==> src/verilog/dpg_defs.vh <==
/*
 Constants for the pulse, pin and bandgap configuration bank:
 register addresses, field positions, reset values and timing.
 Assumes inclusion by bare name from the design files.
*/
`ifndef DPG_DEFS_VH
`define DPG_DEFS_VH
`define DPG_ADDR_WDKEY 8'h1c
`define DPG_ADDR_PINMASK 8'h1d
`define DPG_ADDR_IRQTRIG 8'h1e
`define DPG_ADDR_PULSE0 8'h1f
`define DPG_ADDR_PULSE1 8'h20
`define DPG_ADDR_PINDIR 8'h21
`define DPG_ADDR_BGCTL 8'h22
`define DPG_ADDR_GAIN 8'h23
`define DPG_ADDR_UNUSED_A 8'h24
`define DPG_ADDR_UNUSED_B 8'h25
`define DPG_ADDR_BGTIME 8'h26
`define DPG_WD_OFF_KEY 8'h5a
`define DPG_RST_WDKEY 8'h00
`define DPG_RST_PINMASK 8'h00
`define DPG_RST_IRQTRIG 8'h02
`define DPG_RST_PULSE 8'h00
`define DPG_RST_PINDIR 8'hf0
`define DPG_RST_BGCTL 8'h07
`define DPG_RST_GAIN 8'h40
`define DPG_RST_BGTIME 8'h00
`define DPG_BG_MANDATORY 4'h7
`define DPG_BIT_IRQ5 7
`define DPG_BIT_IRQ4 6
`define DPG_BIT_TGL1 7
`define DPG_BIT_TGL0 6
`define DPG_BIT_PDM 3
`define DPG_BIT_BG_READ 7
`define DPG_BIT_BG_PROC 6
`define DPG_BIT_BANDGAP_ALWAYS_ON 5
`define DPG_BIT_POWER_ON_CONVERSION_LAUNCH 4
`define DPG_CLK_MHZ 50
`define DPG_WD_MIN_S 9
`define DPG_WD_MAX_S 15
`define DPG_WD_CYCLES (`DPG_WD_MIN_S * `DPG_CLK_MHZ * 1000000)
`endif

==> src/verilog/dpg_config_bank.v <==
/*
 Configuration bank at 0x1c..0x26: watchdog key, processor start
 masks, interrupt routing, two pulse outputs, pin direction and
 pull-up, bandgap control, power_on_conversion_launch and gain correction.
 Assumes a byte write/read port driven by the serial interface and
 that the host keeps the run switch off while configuring.
*/
`timescale 1ns/10ps
`default_nettype none
`include "dpg_defs.vh"
module dpg_config_bank #(
   parameter WD_PERIOD = `DPG_WD_CYCLES,
   parameter BG_PULSE = 8
) (
   // Clock and reset
   input wire clk,
   input wire rst,
   // Register port from the serial interface
   input wire reg_wr,
   input wire reg_rd,
   input wire [7:0] reg_addr,
   input wire [7:0] reg_wdata,
   output reg [7:0] reg_rdata_r,
   // Run switch and event sources
   input wire front_end_run_switch,
   input wire capacitance_conversion_done,
   input wire resistance_conversion_done,
   input wire timer_tick,
   input wire result_read_done,
   input wire processor_bandgap_request,
   input wire watchdog_kick,
   input wire interrupt_request_low,
   input wire [3:0] processor_input,
   // General pins
   input wire [3:0] general_pin_in,
   input wire [1:0] pin45_normal_out,
   // Oscillator ticks and pulse duty codes
   input wire lf_tick,
   input wire fast_tick,
   input wire [15:0] pulse0_duty,
   input wire [15:0] pulse1_duty,
   // Outputs
   output reg processor_start_r,
   output reg [3:0] processor_input_capture_r,
   output reg [1:0] pin45_out_r,
   output reg [3:0] general_pin_oe_r,
   output reg [3:0] general_pin_pullup_r,
   output reg bandgap_power_r,
   output reg bandgap_refresh_r,
   output reg conversion_launch_r,
   output reg watchdog_reset_r,
   output reg [8:0] gain_factor_r,
   output reg [7:0] bandgap_settle_r,
   output reg pulse0_out_r,
   output reg pulse1_out_r
);
   reg [7:0] wdkey_r, pinmask_r, irqtrig_r, pulse0_r, pulse1_r;
   reg [7:0] pindir_r, bgctl_r, gain_r, bgtime_r;
   reg [7:0] unused_a_r, unused_b_r;
   reg [7:0] wdkey_nxt, pinmask_nxt, irqtrig_nxt, pulse0_nxt, pulse1_nxt;
   reg [7:0] pindir_nxt, bgctl_nxt, gain_nxt, bgtime_nxt;
   reg [7:0] unused_a_nxt, unused_b_nxt;
   reg [7:0] rdata_nxt;
   reg [3:0] bg_cnt_r;
   reg por_done_r;
   wire wd_exp;
   wire p0, p1;
   wire [7:0] bg_len;
   wire bg_req;
   wire pin_start;
   wire [10:0] sel;
   wire [10:0] wsel;
   // One-hot register select, shared by the write and read paths so
   // both always agree on which addresses are mapped
   function [10:0] reg_sel;
      input [7:0] a;
      begin
         case (a)
            `DPG_ADDR_WDKEY: reg_sel = 11'h001;
            `DPG_ADDR_PINMASK: reg_sel = 11'h002;
            `DPG_ADDR_IRQTRIG: reg_sel = 11'h004;
            `DPG_ADDR_PULSE0: reg_sel = 11'h008;
            `DPG_ADDR_PULSE1: reg_sel = 11'h010;
            `DPG_ADDR_PINDIR: reg_sel = 11'h020;
            `DPG_ADDR_BGCTL: reg_sel = 11'h040;
            `DPG_ADDR_GAIN: reg_sel = 11'h080;
            `DPG_ADDR_UNUSED_A: reg_sel = 11'h100;
            `DPG_ADDR_UNUSED_B: reg_sel = 11'h200;
            `DPG_ADDR_BGTIME: reg_sel = 11'h400;
            default: reg_sel = 11'h000;
         endcase
      end
   endfunction
   // Writes land only while the run switch is off, so a running
   // front end never sees a half-changed setting
   wire wr_ok = reg_wr && !front_end_run_switch;
   assign sel = reg_sel(reg_addr);
   assign wsel = wr_ok ? sel : 11'h000;
   always @* begin
      wdkey_nxt = wdkey_r;
      pinmask_nxt = pinmask_r;
      irqtrig_nxt = irqtrig_r;
      pulse0_nxt = pulse0_r;
      pulse1_nxt = pulse1_r;
      pindir_nxt = pindir_r;
      bgctl_nxt = bgctl_r;
      gain_nxt = gain_r;
      unused_a_nxt = unused_a_r;
      unused_b_nxt = unused_b_r;
      bgtime_nxt = bgtime_r;
      if (wsel[0])
         wdkey_nxt = reg_wdata;
      if (wsel[1])
         pinmask_nxt = reg_wdata;
      // Unused bits of 0x1e and 0x20 read back as zero
      if (wsel[2])
         irqtrig_nxt = reg_wdata & 8'hc7;
      if (wsel[3])
         pulse0_nxt = reg_wdata;
      if (wsel[4])
         pulse1_nxt = reg_wdata & 8'h3f;
      if (wsel[5])
         pindir_nxt = reg_wdata;
      if (wsel[6])
         bgctl_nxt = reg_wdata;
      if (wsel[7])
         gain_nxt = reg_wdata;
      if (wsel[8])
         unused_a_nxt = reg_wdata;
      if (wsel[9])
         unused_b_nxt = reg_wdata;
      if (wsel[10])
         bgtime_nxt = reg_wdata;
   end
   always @(posedge clk or posedge rst) begin
      if (rst) begin
         wdkey_r <= `DPG_RST_WDKEY;
         pinmask_r <= `DPG_RST_PINMASK;
         irqtrig_r <= `DPG_RST_IRQTRIG;
         pulse0_r <= `DPG_RST_PULSE;
         pulse1_r <= `DPG_RST_PULSE;
         pindir_r <= `DPG_RST_PINDIR;
         bgctl_r <= `DPG_RST_BGCTL;
         gain_r <= `DPG_RST_GAIN;
         bgtime_r <= `DPG_RST_BGTIME;
         unused_a_r <= 8'h00;
         unused_b_r <= 8'h00;
      end else begin
         wdkey_r <= wdkey_nxt;
         pinmask_r <= pinmask_nxt;
         irqtrig_r <= irqtrig_nxt;
         pulse0_r <= pulse0_nxt;
         pulse1_r <= pulse1_nxt;
         pindir_r <= pindir_nxt;
         bgctl_r <= bgctl_nxt;
         gain_r <= gain_nxt;
         bgtime_r <= bgtime_nxt;
         unused_a_r <= unused_a_nxt;
         unused_b_r <= unused_b_nxt;
      end
   end
   // Unmapped addresses read as zero
   always @* begin
      rdata_nxt = 8'h00;
      if (sel[0])
         rdata_nxt = wdkey_r;
      if (sel[1])
         rdata_nxt = pinmask_r;
      if (sel[2])
         rdata_nxt = irqtrig_r;
      if (sel[3])
         rdata_nxt = pulse0_r;
      if (sel[4])
         rdata_nxt = pulse1_r;
      if (sel[5])
         rdata_nxt = pindir_r;
      if (sel[6])
         rdata_nxt = bgctl_r;
      if (sel[7])
         rdata_nxt = gain_r;
      if (sel[8])
         rdata_nxt = unused_a_r;
      if (sel[9])
         rdata_nxt = unused_b_r;
      if (sel[10])
         rdata_nxt = bgtime_r;
   end
   dpg_watchdog #(.PERIOD(WD_PERIOD)) u_wd (
      .clk(clk),
      .rst(rst),
      .enable(wdkey_r != `DPG_WD_OFF_KEY),
      .kick(watchdog_kick),
      .expired_r(wd_exp)
   );
   dpg_pulse_gen u_p0 (
      .clk(clk),
      .rst(rst),
      .resolution(pulse0_r[5:4]),
      .modulation_type(pulse0_r[`DPG_BIT_PDM]),
      .clock_source(pulse0_r[2:0]),
      .toggle_stage(pulse0_r[`DPG_BIT_TGL0]),
      .duty(pulse0_duty),
      .lf_tick(lf_tick),
      .fast_tick(fast_tick),
      .pulse_out_r(p0)
   );
   dpg_pulse_gen u_p1 (
      .clk(clk),
      .rst(rst),
      .resolution(pulse1_r[5:4]),
      .modulation_type(pulse1_r[`DPG_BIT_PDM]),
      .clock_source(pulse1_r[2:0]),
      .toggle_stage(pulse0_r[`DPG_BIT_TGL1]),
      .duty(pulse1_duty),
      .lf_tick(lf_tick),
      .fast_tick(fast_tick),
      .pulse_out_r(p1)
   );
   assign pin_start = |(pinmask_r[7:4] & general_pin_in & pindir_r[7:4]);
   assign bg_req = (bgctl_r[`DPG_BIT_BG_READ] && result_read_done) ||
                   (bgctl_r[`DPG_BIT_BG_PROC] && processor_bandgap_request);
   // Low nibble other than the mandatory 7 shortens the bandgap hold to one cycle
   assign bg_len = (bgctl_r[3:0] == `DPG_BG_MANDATORY) ? BG_PULSE[7:0] :
                   8'h01;
   always @(posedge clk or posedge rst) begin
      if (rst) begin
         reg_rdata_r <= 8'h00;
         processor_start_r <= 1'b0;
         processor_input_capture_r <= 4'h0;
         pin45_out_r <= 2'h0;
         general_pin_oe_r <= 4'h0;
         general_pin_pullup_r <= 4'h0;
         bandgap_power_r <= 1'b0;
         bandgap_refresh_r <= 1'b0;
         bg_cnt_r <= 4'h0;
         conversion_launch_r <= 1'b0;
         por_done_r <= 1'b0;
         watchdog_reset_r <= 1'b0;
         gain_factor_r <= 9'h000;
         bandgap_settle_r <= 8'h00;
         pulse0_out_r <= 1'b0;
         pulse1_out_r <= 1'b0;
      end else begin
         if (reg_rd)
            reg_rdata_r <= rdata_nxt;
         // Enabled trigger sources start the processor
         processor_start_r <= pin_start ||
            (irqtrig_r[0] && capacitance_conversion_done) ||
            (irqtrig_r[1] && resistance_conversion_done) ||
            (irqtrig_r[2] && timer_tick);
         processor_input_capture_r <= processor_input & pinmask_r[3:0];
         // Interrupt routing overrides normal pin function
         pin45_out_r[1] <= irqtrig_r[`DPG_BIT_IRQ5] ?
                           interrupt_request_low : pin45_normal_out[1];
         pin45_out_r[0] <= irqtrig_r[`DPG_BIT_IRQ4] ?
                           interrupt_request_low : pin45_normal_out[0];
         // Clear direction bit drives the pin
         general_pin_oe_r <= ~pindir_r[7:4];
         general_pin_pullup_r <= pindir_r[3:0];
         bandgap_refresh_r <= bg_req;
         if (bg_req)
            bg_cnt_r <= bg_len[3:0];
         else if (bg_cnt_r != 4'h0)
            bg_cnt_r <= bg_cnt_r - 4'h1;
         bandgap_power_r <= bgctl_r[`DPG_BIT_BANDGAP_ALWAYS_ON] || bg_req ||
                            (bg_cnt_r != 4'h0);
         // One launch per reset, the first time power_on_conversion_launch is
         // seen set, so a loaded setting launches as a reset value would
         por_done_r <= por_done_r || bgctl_r[`DPG_BIT_POWER_ON_CONVERSION_LAUNCH];
         conversion_launch_r <= !por_done_r &&
                                bgctl_r[`DPG_BIT_POWER_ON_CONVERSION_LAUNCH];
         watchdog_reset_r <= wd_exp;
         // Factor scaled by 256: zero code means no correction
         gain_factor_r <= (gain_r == 8'h00) ? 9'h100 : {1'b1, gain_r};
         bandgap_settle_r <= bgtime_r;
         pulse0_out_r <= p0;
         pulse1_out_r <= p1;
      end
   end
endmodule
`default_nettype wire

==> src/verilog/dpg_pulse_gen.v <==
/*
 One pulse-code output: PWM or PDM of a duty code at a selectable
 resolution, paced by a chosen oscillator tick and divider, with an
 optional toggle stage. Assumes the tick inputs are one-cycle pulses
 in the clk domain.
*/
`timescale 1ns/10ps
`default_nettype none
module dpg_pulse_gen (
   // Clock and reset
   input wire clk,
   input wire rst,
   // Configuration
   input wire [1:0] resolution,
   input wire modulation_type,
   input wire [2:0] clock_source,
   input wire toggle_stage,
   input wire [15:0] duty,
   // Oscillator ticks
   input wire lf_tick,
   input wire fast_tick,
   // Output
   output reg pulse_out_r
);
   reg [1:0] div_r;
   reg [15:0] cnt_r;
   reg [16:0] acc_r;
   reg raw_r;
   reg tgl_r;
   wire src_tick;
   wire step;
   wire [15:0] top;
   wire [15:0] d;
   wire [16:0] sum;
   // Codes 1-3 low oscillator, 4-6 fast; 0 and undefined 7 stop
   assign src_tick = (clock_source >= 3'h1 && clock_source <= 3'h3) ?
                     lf_tick :
                     (clock_source >= 3'h4 && clock_source <= 3'h6) ?
                     fast_tick : 1'b0;
   assign step = src_tick && (clock_source == 3'h1 ||
                 clock_source == 3'h4 ||
                 ((clock_source == 3'h2 || clock_source == 3'h5) &&
                  div_r[0]) || div_r == 2'h3);
   // Resolution 10, 12, 14 or 16 bits
   assign top = 16'hffff >> {resolution ^ 2'h3, 1'b0};
   assign d = duty & top;
   assign sum = {1'b0, acc_r[15:0] & top} + {1'b0, d};
   always @(posedge clk or posedge rst) begin
      if (rst) begin
         div_r <= 2'h0;
         cnt_r <= 16'h0000;
         acc_r <= 17'h00000;
         raw_r <= 1'b0;
         tgl_r <= 1'b0;
         pulse_out_r <= 1'b0;
      end else begin
         if (src_tick)
            div_r <= div_r + 2'h1;
         if (step) begin
            cnt_r <= (cnt_r >= top) ? 16'h0000 : cnt_r + 16'h0001;
            acc_r <= sum;
            if (modulation_type)
               raw_r <= sum[{1'b0, resolution, 1'b0} + 5'd10];
            else
               raw_r <= (cnt_r < d);
            if (modulation_type ? sum[{1'b0, resolution, 1'b0} + 5'd10]
                : (cnt_r < d))
               tgl_r <= ~tgl_r;
         end
         if (clock_source == 3'h0 || clock_source == 3'h7)
            pulse_out_r <= 1'b0;
         else
            pulse_out_r <= toggle_stage ? tgl_r : raw_r;
      end
   end
endmodule
`default_nettype wire

==> src/verilog/dpg_watchdog.v <==
/*
 Watchdog timer: counts while enabled, raises a one-cycle expiry and
 restarts. Assumes kick is a one-cycle pulse from the processor side.
*/
`timescale 1ns/10ps
`default_nettype none
`include "dpg_defs.vh"
module dpg_watchdog #(
   parameter PERIOD = `DPG_WD_CYCLES
) (
   // Clock and reset
   input wire clk,
   input wire rst,
   // Control
   input wire enable,
   input wire kick,
   // Status
   output reg expired_r
);
   reg [31:0] cnt_r;
   always @(posedge clk or posedge rst) begin
      if (rst) begin
         cnt_r <= 32'h0;
         expired_r <= 1'b0;
      end else begin
         expired_r <= 1'b0;
         if (!enable || kick)
            cnt_r <= 32'h0;
         else if (cnt_r >= PERIOD - 1) begin
            cnt_r <= 32'h0;
            expired_r <= 1'b1;
         end else
            cnt_r <= cnt_r + 32'h1;
      end
   end
endmodule
`default_nettype wire

==> config.mk <==
export PLATFORM = sky130hd
export DESIGN_NAME = dpg_config_bank
export DESIGN_NICKNAME = d
export VERILOG_FILES = /design/src/verilog/dpg_config_bank.v /design/src/verilog/dpg_pulse_gen.v /design/src/verilog/dpg_watchdog.v
export VERILOG_INCLUDE_DIRS = /design/src /design/src/verilog
export SDC_FILE = /design/constraint.sdc
export NUM_CORES = 1
export LEC_CHECK = 0
export BUFFER_PORTS_ARGS = -buffer_cell sky130_fd_sc_hd__buf_4
export CAP_MARGIN = 5
export CORE_ASPECT_RATIO = 2
export CORE_MARGIN = 4
export CORE_UTILIZATION = 49
export DETAILED_ROUTE_END_ITERATION = 16
export PLACE_DENSITY = 0.7
export REMOVE_ABC_BUFFERS = 1
export SYNTH_ARGS = -nofsm -noshare
export SYNTH_HDL_FRONTEND = slang
export SYNTH_SLANG_ARGS = --single-unit
export TNS_END_PERCENT = 10
==> constraint.sdc <==
create_clock -name clk -period 17 [get_ports clk]
set_clock_uncertainty 0.05 [all_clocks]
set_input_delay 0 -clock clk [delete_from_list [all_inputs] [get_ports clk]]
set_output_delay 0 -clock clk [all_outputs]
set_load 0.01 [all_outputs]
======== Word level (Yosys, flattened, before mapping) ========
Cells that the tools add are included.
word-level totals
  register bits ........................... 241
  input port bits ......................... 72
  output and inout bits ................... 46
  word-level logic and storage cells ...... 188
operators by class
  add/subtract/negate cells ............... 10
  $lt $le $gt $ge ......................... 15
  equality and inequality tests ........... 25
  shift-type cells ........................ 2
  mux-type cells .......................... 39
  bitwise operators ....................... 12
  reductions and logical operators ........ 44
operators by type and width
  operator               count
  $pmux 11 s11           1
  $mux 8                 12
  $and 16x16->16         4
  $mux 32                2
  $eq 8x6->1 const B     7
  $add 16x16->17         2
  $add 16x1->16 const B  2
  $add 32x1->32 const B  1
  $eq 8x5->1 const B     4
  $ge 16x16->1           2
  $ge 32x29->1 const B   1
  $lt 16x16->1           2
  $mux 16                2
  $shr 16x3->16 const A  2
  $eq 3x3->1 const B     6
  $logic_or 1x1->1       18
  $mux 1                 16
  $logic_and 1x1->1      15
  $and 4x4->4            3
  $lt 5x6->1 const B     2
  $mux 4                 3
  $mux 11                1
  $add 3x4->5 const B    2
  $bmux 1 s5             2
  21 further kinds       35

======== Longest topological paths before layout ========
  word-level depth ........................ 13
  gate-level depth with buffers ........... 13
  gate-level depth less buffers ........... 13

======== Modules after synthesis ========
Synthesis repeated with hierarchy kept, for this count alone.
second synthesis, totals
  cell total of the unflattened synthesis .. 1,305
  area, all modules ....................... 13,470.4 sq um
modules (own cells, without submodules)
  module                instances  cells an instance  area an instance (sq um)  seq. area each (sq um)
  dpg_config_bank       1          447                5,795.6                   3,364.5
  dpg_pulse_gen (u_p0)  1          348                3,027.9                   925.9
  dpg_pulse_gen (u_p1)  1          344                3,024.2                   925.9
  dpg_watchdog          1          166                1,622.8                   825.8

======== Least setup slack after synthesis ========
Ideal clock, no wire load.
  kind .................................... reg2reg
  from .................................... register pulse1_r[4]
  to ...................................... register u_p1.tgl_r
  library setup time ...................... 80 ps
  arrival ................................. 2,744 ps
  required time ........................... 16,870 ps
  slack ................................... 14,126 ps
  cell stages (with the launch flop) ...... 13
  buffers on the path ..................... 0
  clock period less this slack ............ 2,874 ps
  cell sequence ........................... dfrtp_1 -> inv_1 -> ha_1 -> nand2b_1 -> inv_1 -> ha_1 -> or4_1 -> a41oi_1 -> o31ai_1 -> a2111oi_0 -> nor4_1 -> a22oi_2 -> xnor2_1
on the way
  longest elaborated chain between the ends .. 8
  elaborated cells on any way between the ends .. 11
  those cells by class .................... 2 x add/sub; 1 x order compare; 1 x shift; 3 x mux; 3 x bitwise; 1 x reduce/logical
ends and longest elaborated chain
  element                                   RTL line                                source
  from (decl)                               dpg_config_bank.v:57                    reg [7:0] wdkey_r, pinmask_r, irqtrig_r, pulse0_r, pulse1_r;
  from (signal assigned)                    dpg_config_bank.v:141                   pulse1_r <= `DPG_RST_PULSE;
  from (signal assigned)                    dpg_config_bank.v:153                   pulse1_r <= pulse1_nxt;
  $not 2->2 (no source line)                -
  $shr 16x3->16                             dpg_pulse_gen.v:45                      assign top = 16'hffff >> {resolution ^ 2'h3, 1'b0};
  $and 16x16->16, on equally long branches  dpg_pulse_gen.v:47, dpg_pulse_gen.v:46
  $add 16x16->17                            dpg_pulse_gen.v:47                      assign sum = {1'b0, acc_r[15:0] & top} + {1'b0, d};
  $bmux 1 s5                                dpg_pulse_gen.v:66                      if (modulation_type ? sum[{1'b0, resolution, 1'b0} + 5'd10]
  $mux 1 (implied by the code)              dpg_pulse_gen.v:66
  $mux 1 *                                  dpg_pulse_gen.v:66
  $reduce_and 2->1 (no source line) *       -
  to (signal assigned)                      dpg_pulse_gen.v:68                      tgl_r <= ~tgl_r;
  to (decl)                                 dpg_pulse_gen.v:29                      reg tgl_r;
Mark *: on every way between the ends. The rest lies on a longest branch, timed or not. The select of a mux whose other input is x is not followed.
A chain may end at the register's enable or synchronous reset.

======== Worst setup path after layout ========
Same ends and word-level chain as after synthesis.

==> impl_metrics.py <==
metrics = {
    "outcome": {
        "status": "completed",
    },
    "min_path": {
        "min_from": "result_read_done",
        "hold_path_end": "bg_cnt_r[0]",
        "hold_class": "primary input to flip-flop",
        "hold_depth": 4,
    },
    "finish": {
        "multi_input_area_um2": 6603,
        "finalInstanceArea_um2": 15470,
        "seq_area_um2": 6042,
        "area_growth_pct": 18.57,
        "fin_nets": 1591,
        "n_antenna_cell": 0,
        "fillers": 2268,
        "drive_above_1_share_pct": 19.06,
    },
    "logic_synthesis": {
        "netlist.area_leader.share_pct": 44.50,
        "synth_top_flop_cell": "dfrtp_1",
        "netlist_instances": 1289,
        "synth_common_cells": "dfrtp_1 (232), nor2_1 (134), nand2_1 (122), ha_1 (84), mux2_2 (82)",
        "synth_edf_count": 0,
        "synthTopCellsByArea": "dfrtp_1 (45%), ha_1 (8.1%), mux2_2 (7.1%), nor2_1 (3.9%), xor2_1 (3.8%)",
        "async_flop_share_pct": 100.0,
        "ys_types": 77,
        "yosys_warnings": 0,
        "yosysMostFrequentCell": "dfrtp_1",
        "ys_seq_elements": 241,
        "avgSynthCellArea_um2": 10.12,
        "ys_seq_area_share_pct": 46.32,
        "synth_top_area_cell": "dfrtp_1",
        "synth_area_um2": 13050,
    },
    "power": {
        "powerDensity_nw_per_um2": 89.40,
        "leakagePower_nw": 7.678,
        "peakVddDrop_mv": 0.09091,
    },
    "sta": {
        "worst_pin_slew_ns": 1.060,
        "maxSlewHeadroom_pct": 29.07,
        "max_freq_mhz": 283.1,
        "fin_crit_sh_pct": 20.78,
        "timing.final.ws_setup_ns": 13.47,
        "fin_crit_ns": 3.532,
        "tns_ns": 0,
        "whs_ns": 0.02039,
        "setup_viol": 0,
        "finalMaxSlewViolations": 0,
        "rsz0062_at_grt": "false",
        "hold_viol_final": 0,
    },
    "clock_network": {
        "htree_levels": 1,
        "cts.sinks": 241,
        "clkLatencyLatePin_ns": 0.52,
        "numCtsBuffers": 23,
        "cts_hold_repair.buffers": 41,
        "path_clk_slew_ns": 0.07,
        "cts_resized": 0,
        "cts_tree": "built",
        "postCtsSetupRepairBufs": 0,
        "clockBufferDepth": 3,
        "cts_root_buf": "clkbuf_16",
    },
    "drt": {
        "vias_per_cell": 5.617,
        "dr.pass1.iters": 5,
        "routed_wl_mm": 34.77,
        "drtAntennaViolNets": 0,
        "wire_per_inst_um": 19.40,
        "drtIter0Drc": 557,
        "num_vias": 10066,
        "drcViolationCount": 0,
    },
    "worst_setup_path": {
        "rrSetupSlack_ns": 13.47,
        "crit_type": "flip-flop to flip-flop",
        "cp-end-kind": "flip-flop",
        "start_kind": "flip-flop",
        "r2r-end": "u_p1.tgl_r",
        "r2r-start": "pulse1_r[4]",
        "crit_path_max_fanout": 7,
        "critPathRequiredTime_ns": 17.39,
        "ff2ff_path_depth": 12,
        "cp_data_arrival_time_ns": 3.92,
    },
    "place": {
        "dpl_cell_area_um2": 14250,
        "portBuffers": 117,
        "dp_slack_ns": 13.74,
        "place.gp.congestion": 0.9004,
        "dp_hpwl_mm": 25.94,
    },
    "floorplanning": {
        "die-area_um2": 29460,
        "initial_core_util_pct": 49.65,
        "io_pins": 118,
        "die_h_um": 238.8,
        "std_cell_rows": 84,
        "die_w_um": 123.4,
        "core_area_um2": 26280,
    },
    "global_routing": {
        "grt_usage_pct": 23.99,
        "antenna_found_initial": 0,
        "gr-total-overflow": 0,
        "first_global_vias": 10596,
        "grt_pass1_wl_mm": 55.02,
        "grt_max_degree": 118,
    },
    "run": {
        "maxCapViolations": 0,
    },
}
## how the worst max path moves through the flow
stage	startpoint	depth (start not counted)	slack, ns	to
finish	pulse1_r[4]	12	13.47	u_p1.tgl_r
detailed placement	pulse1_r[4]	12	13.74	u_p1.tgl_r
global route	pulse1_r[4]	12	13.35	u_p1.tgl_r
CTS	pulse1_r[4]	12	13.56	u_p1.tgl_r
floorplan	rst	1	10.35	bandgap_power_r
global placement	pulse1_r[4]	12	13.80	u_p1.tgl_r
## sequential cells by signal (all words and copies together), names as in the netlist, 9 cells and up
register,flops
u_p1.acc_r,16
gain_factor_r,9
u_wd.cnt_r,32
u_p0.acc_r,16
u_p1.cnt_r,16
u_p0.cnt_r,16
## cell families after synthesis
logic type / count (synthesis) / synth area share, %
and+or+nand+nor: 419 / 15.17
AOI/OAI and AO/OA: 246 / 12.55
DFF: 241 / 46.32
buffers and inverters: 111 / 3.232
muxes: 102 / 8.805
adders and majority gates: 86 / 8.364
xor gates and xnor gates: 82 / 5.505
other: 2 / 0.05757
## placed cells by master, fill, tap and decap left out, types with 5 or more instances in the layout
cell type,instances
dfrtp_1,232
nor2_1,134
buf_4,124
nand2_1,122
ha_1,84
mux2_2,82
inv_1,62
o21ai_0,62
xor2_1,56
a21oi_1,50
dlygate4sd3_1,41
nand3_1,34
xnor2_1,26
clkbuf_16,23
a21o_1,20
nand4_1,18
mux2i_1,18
nor3_1,17
and3_1,16
and2_1,15
nor2b_1,13
nand2b_1,12
o21ai_1,12
o21a_1,11
a31oi_1,10
a211oi_1,10
dfstp_2,9
and4_1,7
o31ai_1,7
a2111oi_0,6
nor4_1,6
a22oi_1,5
o22ai_1,5
## metrics by stage
step	utilization (%)	total power, mW	instances
detailed placement	54.23	0.8317	1711
global route	58.87	1.440	1792
finish	58.87	1.383	1792
floorplan	-	0.7605	1243
CTS	58.87	1.395	1792
global placement	54.23	0.8263	1711
## area by class of cell
type	count	area share, %
Multi-Input combinational cell	939	42.69
Sequential cell	241	39.06
Timing Repair Buffer	165	8.672
Clock buffer	29	4.126
Tap cell	344	2.783
Inverter	63	1.577
Clock inverter	11	1.092
## layer usage
layer  up-vias  wire length (um)  global-route usage, %
met2       253             19740                  46.83
met5         -                 0                      0
met1      4903             11760                  23.78
li1       4801                 -                      -
met3       109              1087                  2.250
met4         0              2175                  13.48
## where the power goes
group | internal [mW] | switching [mW]
logic | 0.0900 | 0.110
registers | 0.605 | 0.0236
clock network | 0.327 | 0.227
total | 1.02 | 0.360
## critical path, stage by stage, from the launching register on
cell and delay (ns):
dfrtp_1 0.45, inv_1 0.19, ha_1 0.31, nand2b_1 0.16, inv_1 0.06, ha_1 0.24, or4_1 0.52, a41oi_1 0.19
o31ai_1 0.15, a2111oi_0 0.55, nor4_1 0.17, a22oi_2 0.24, xnor2_1 0.15
(Power assumes the default switching activity.)
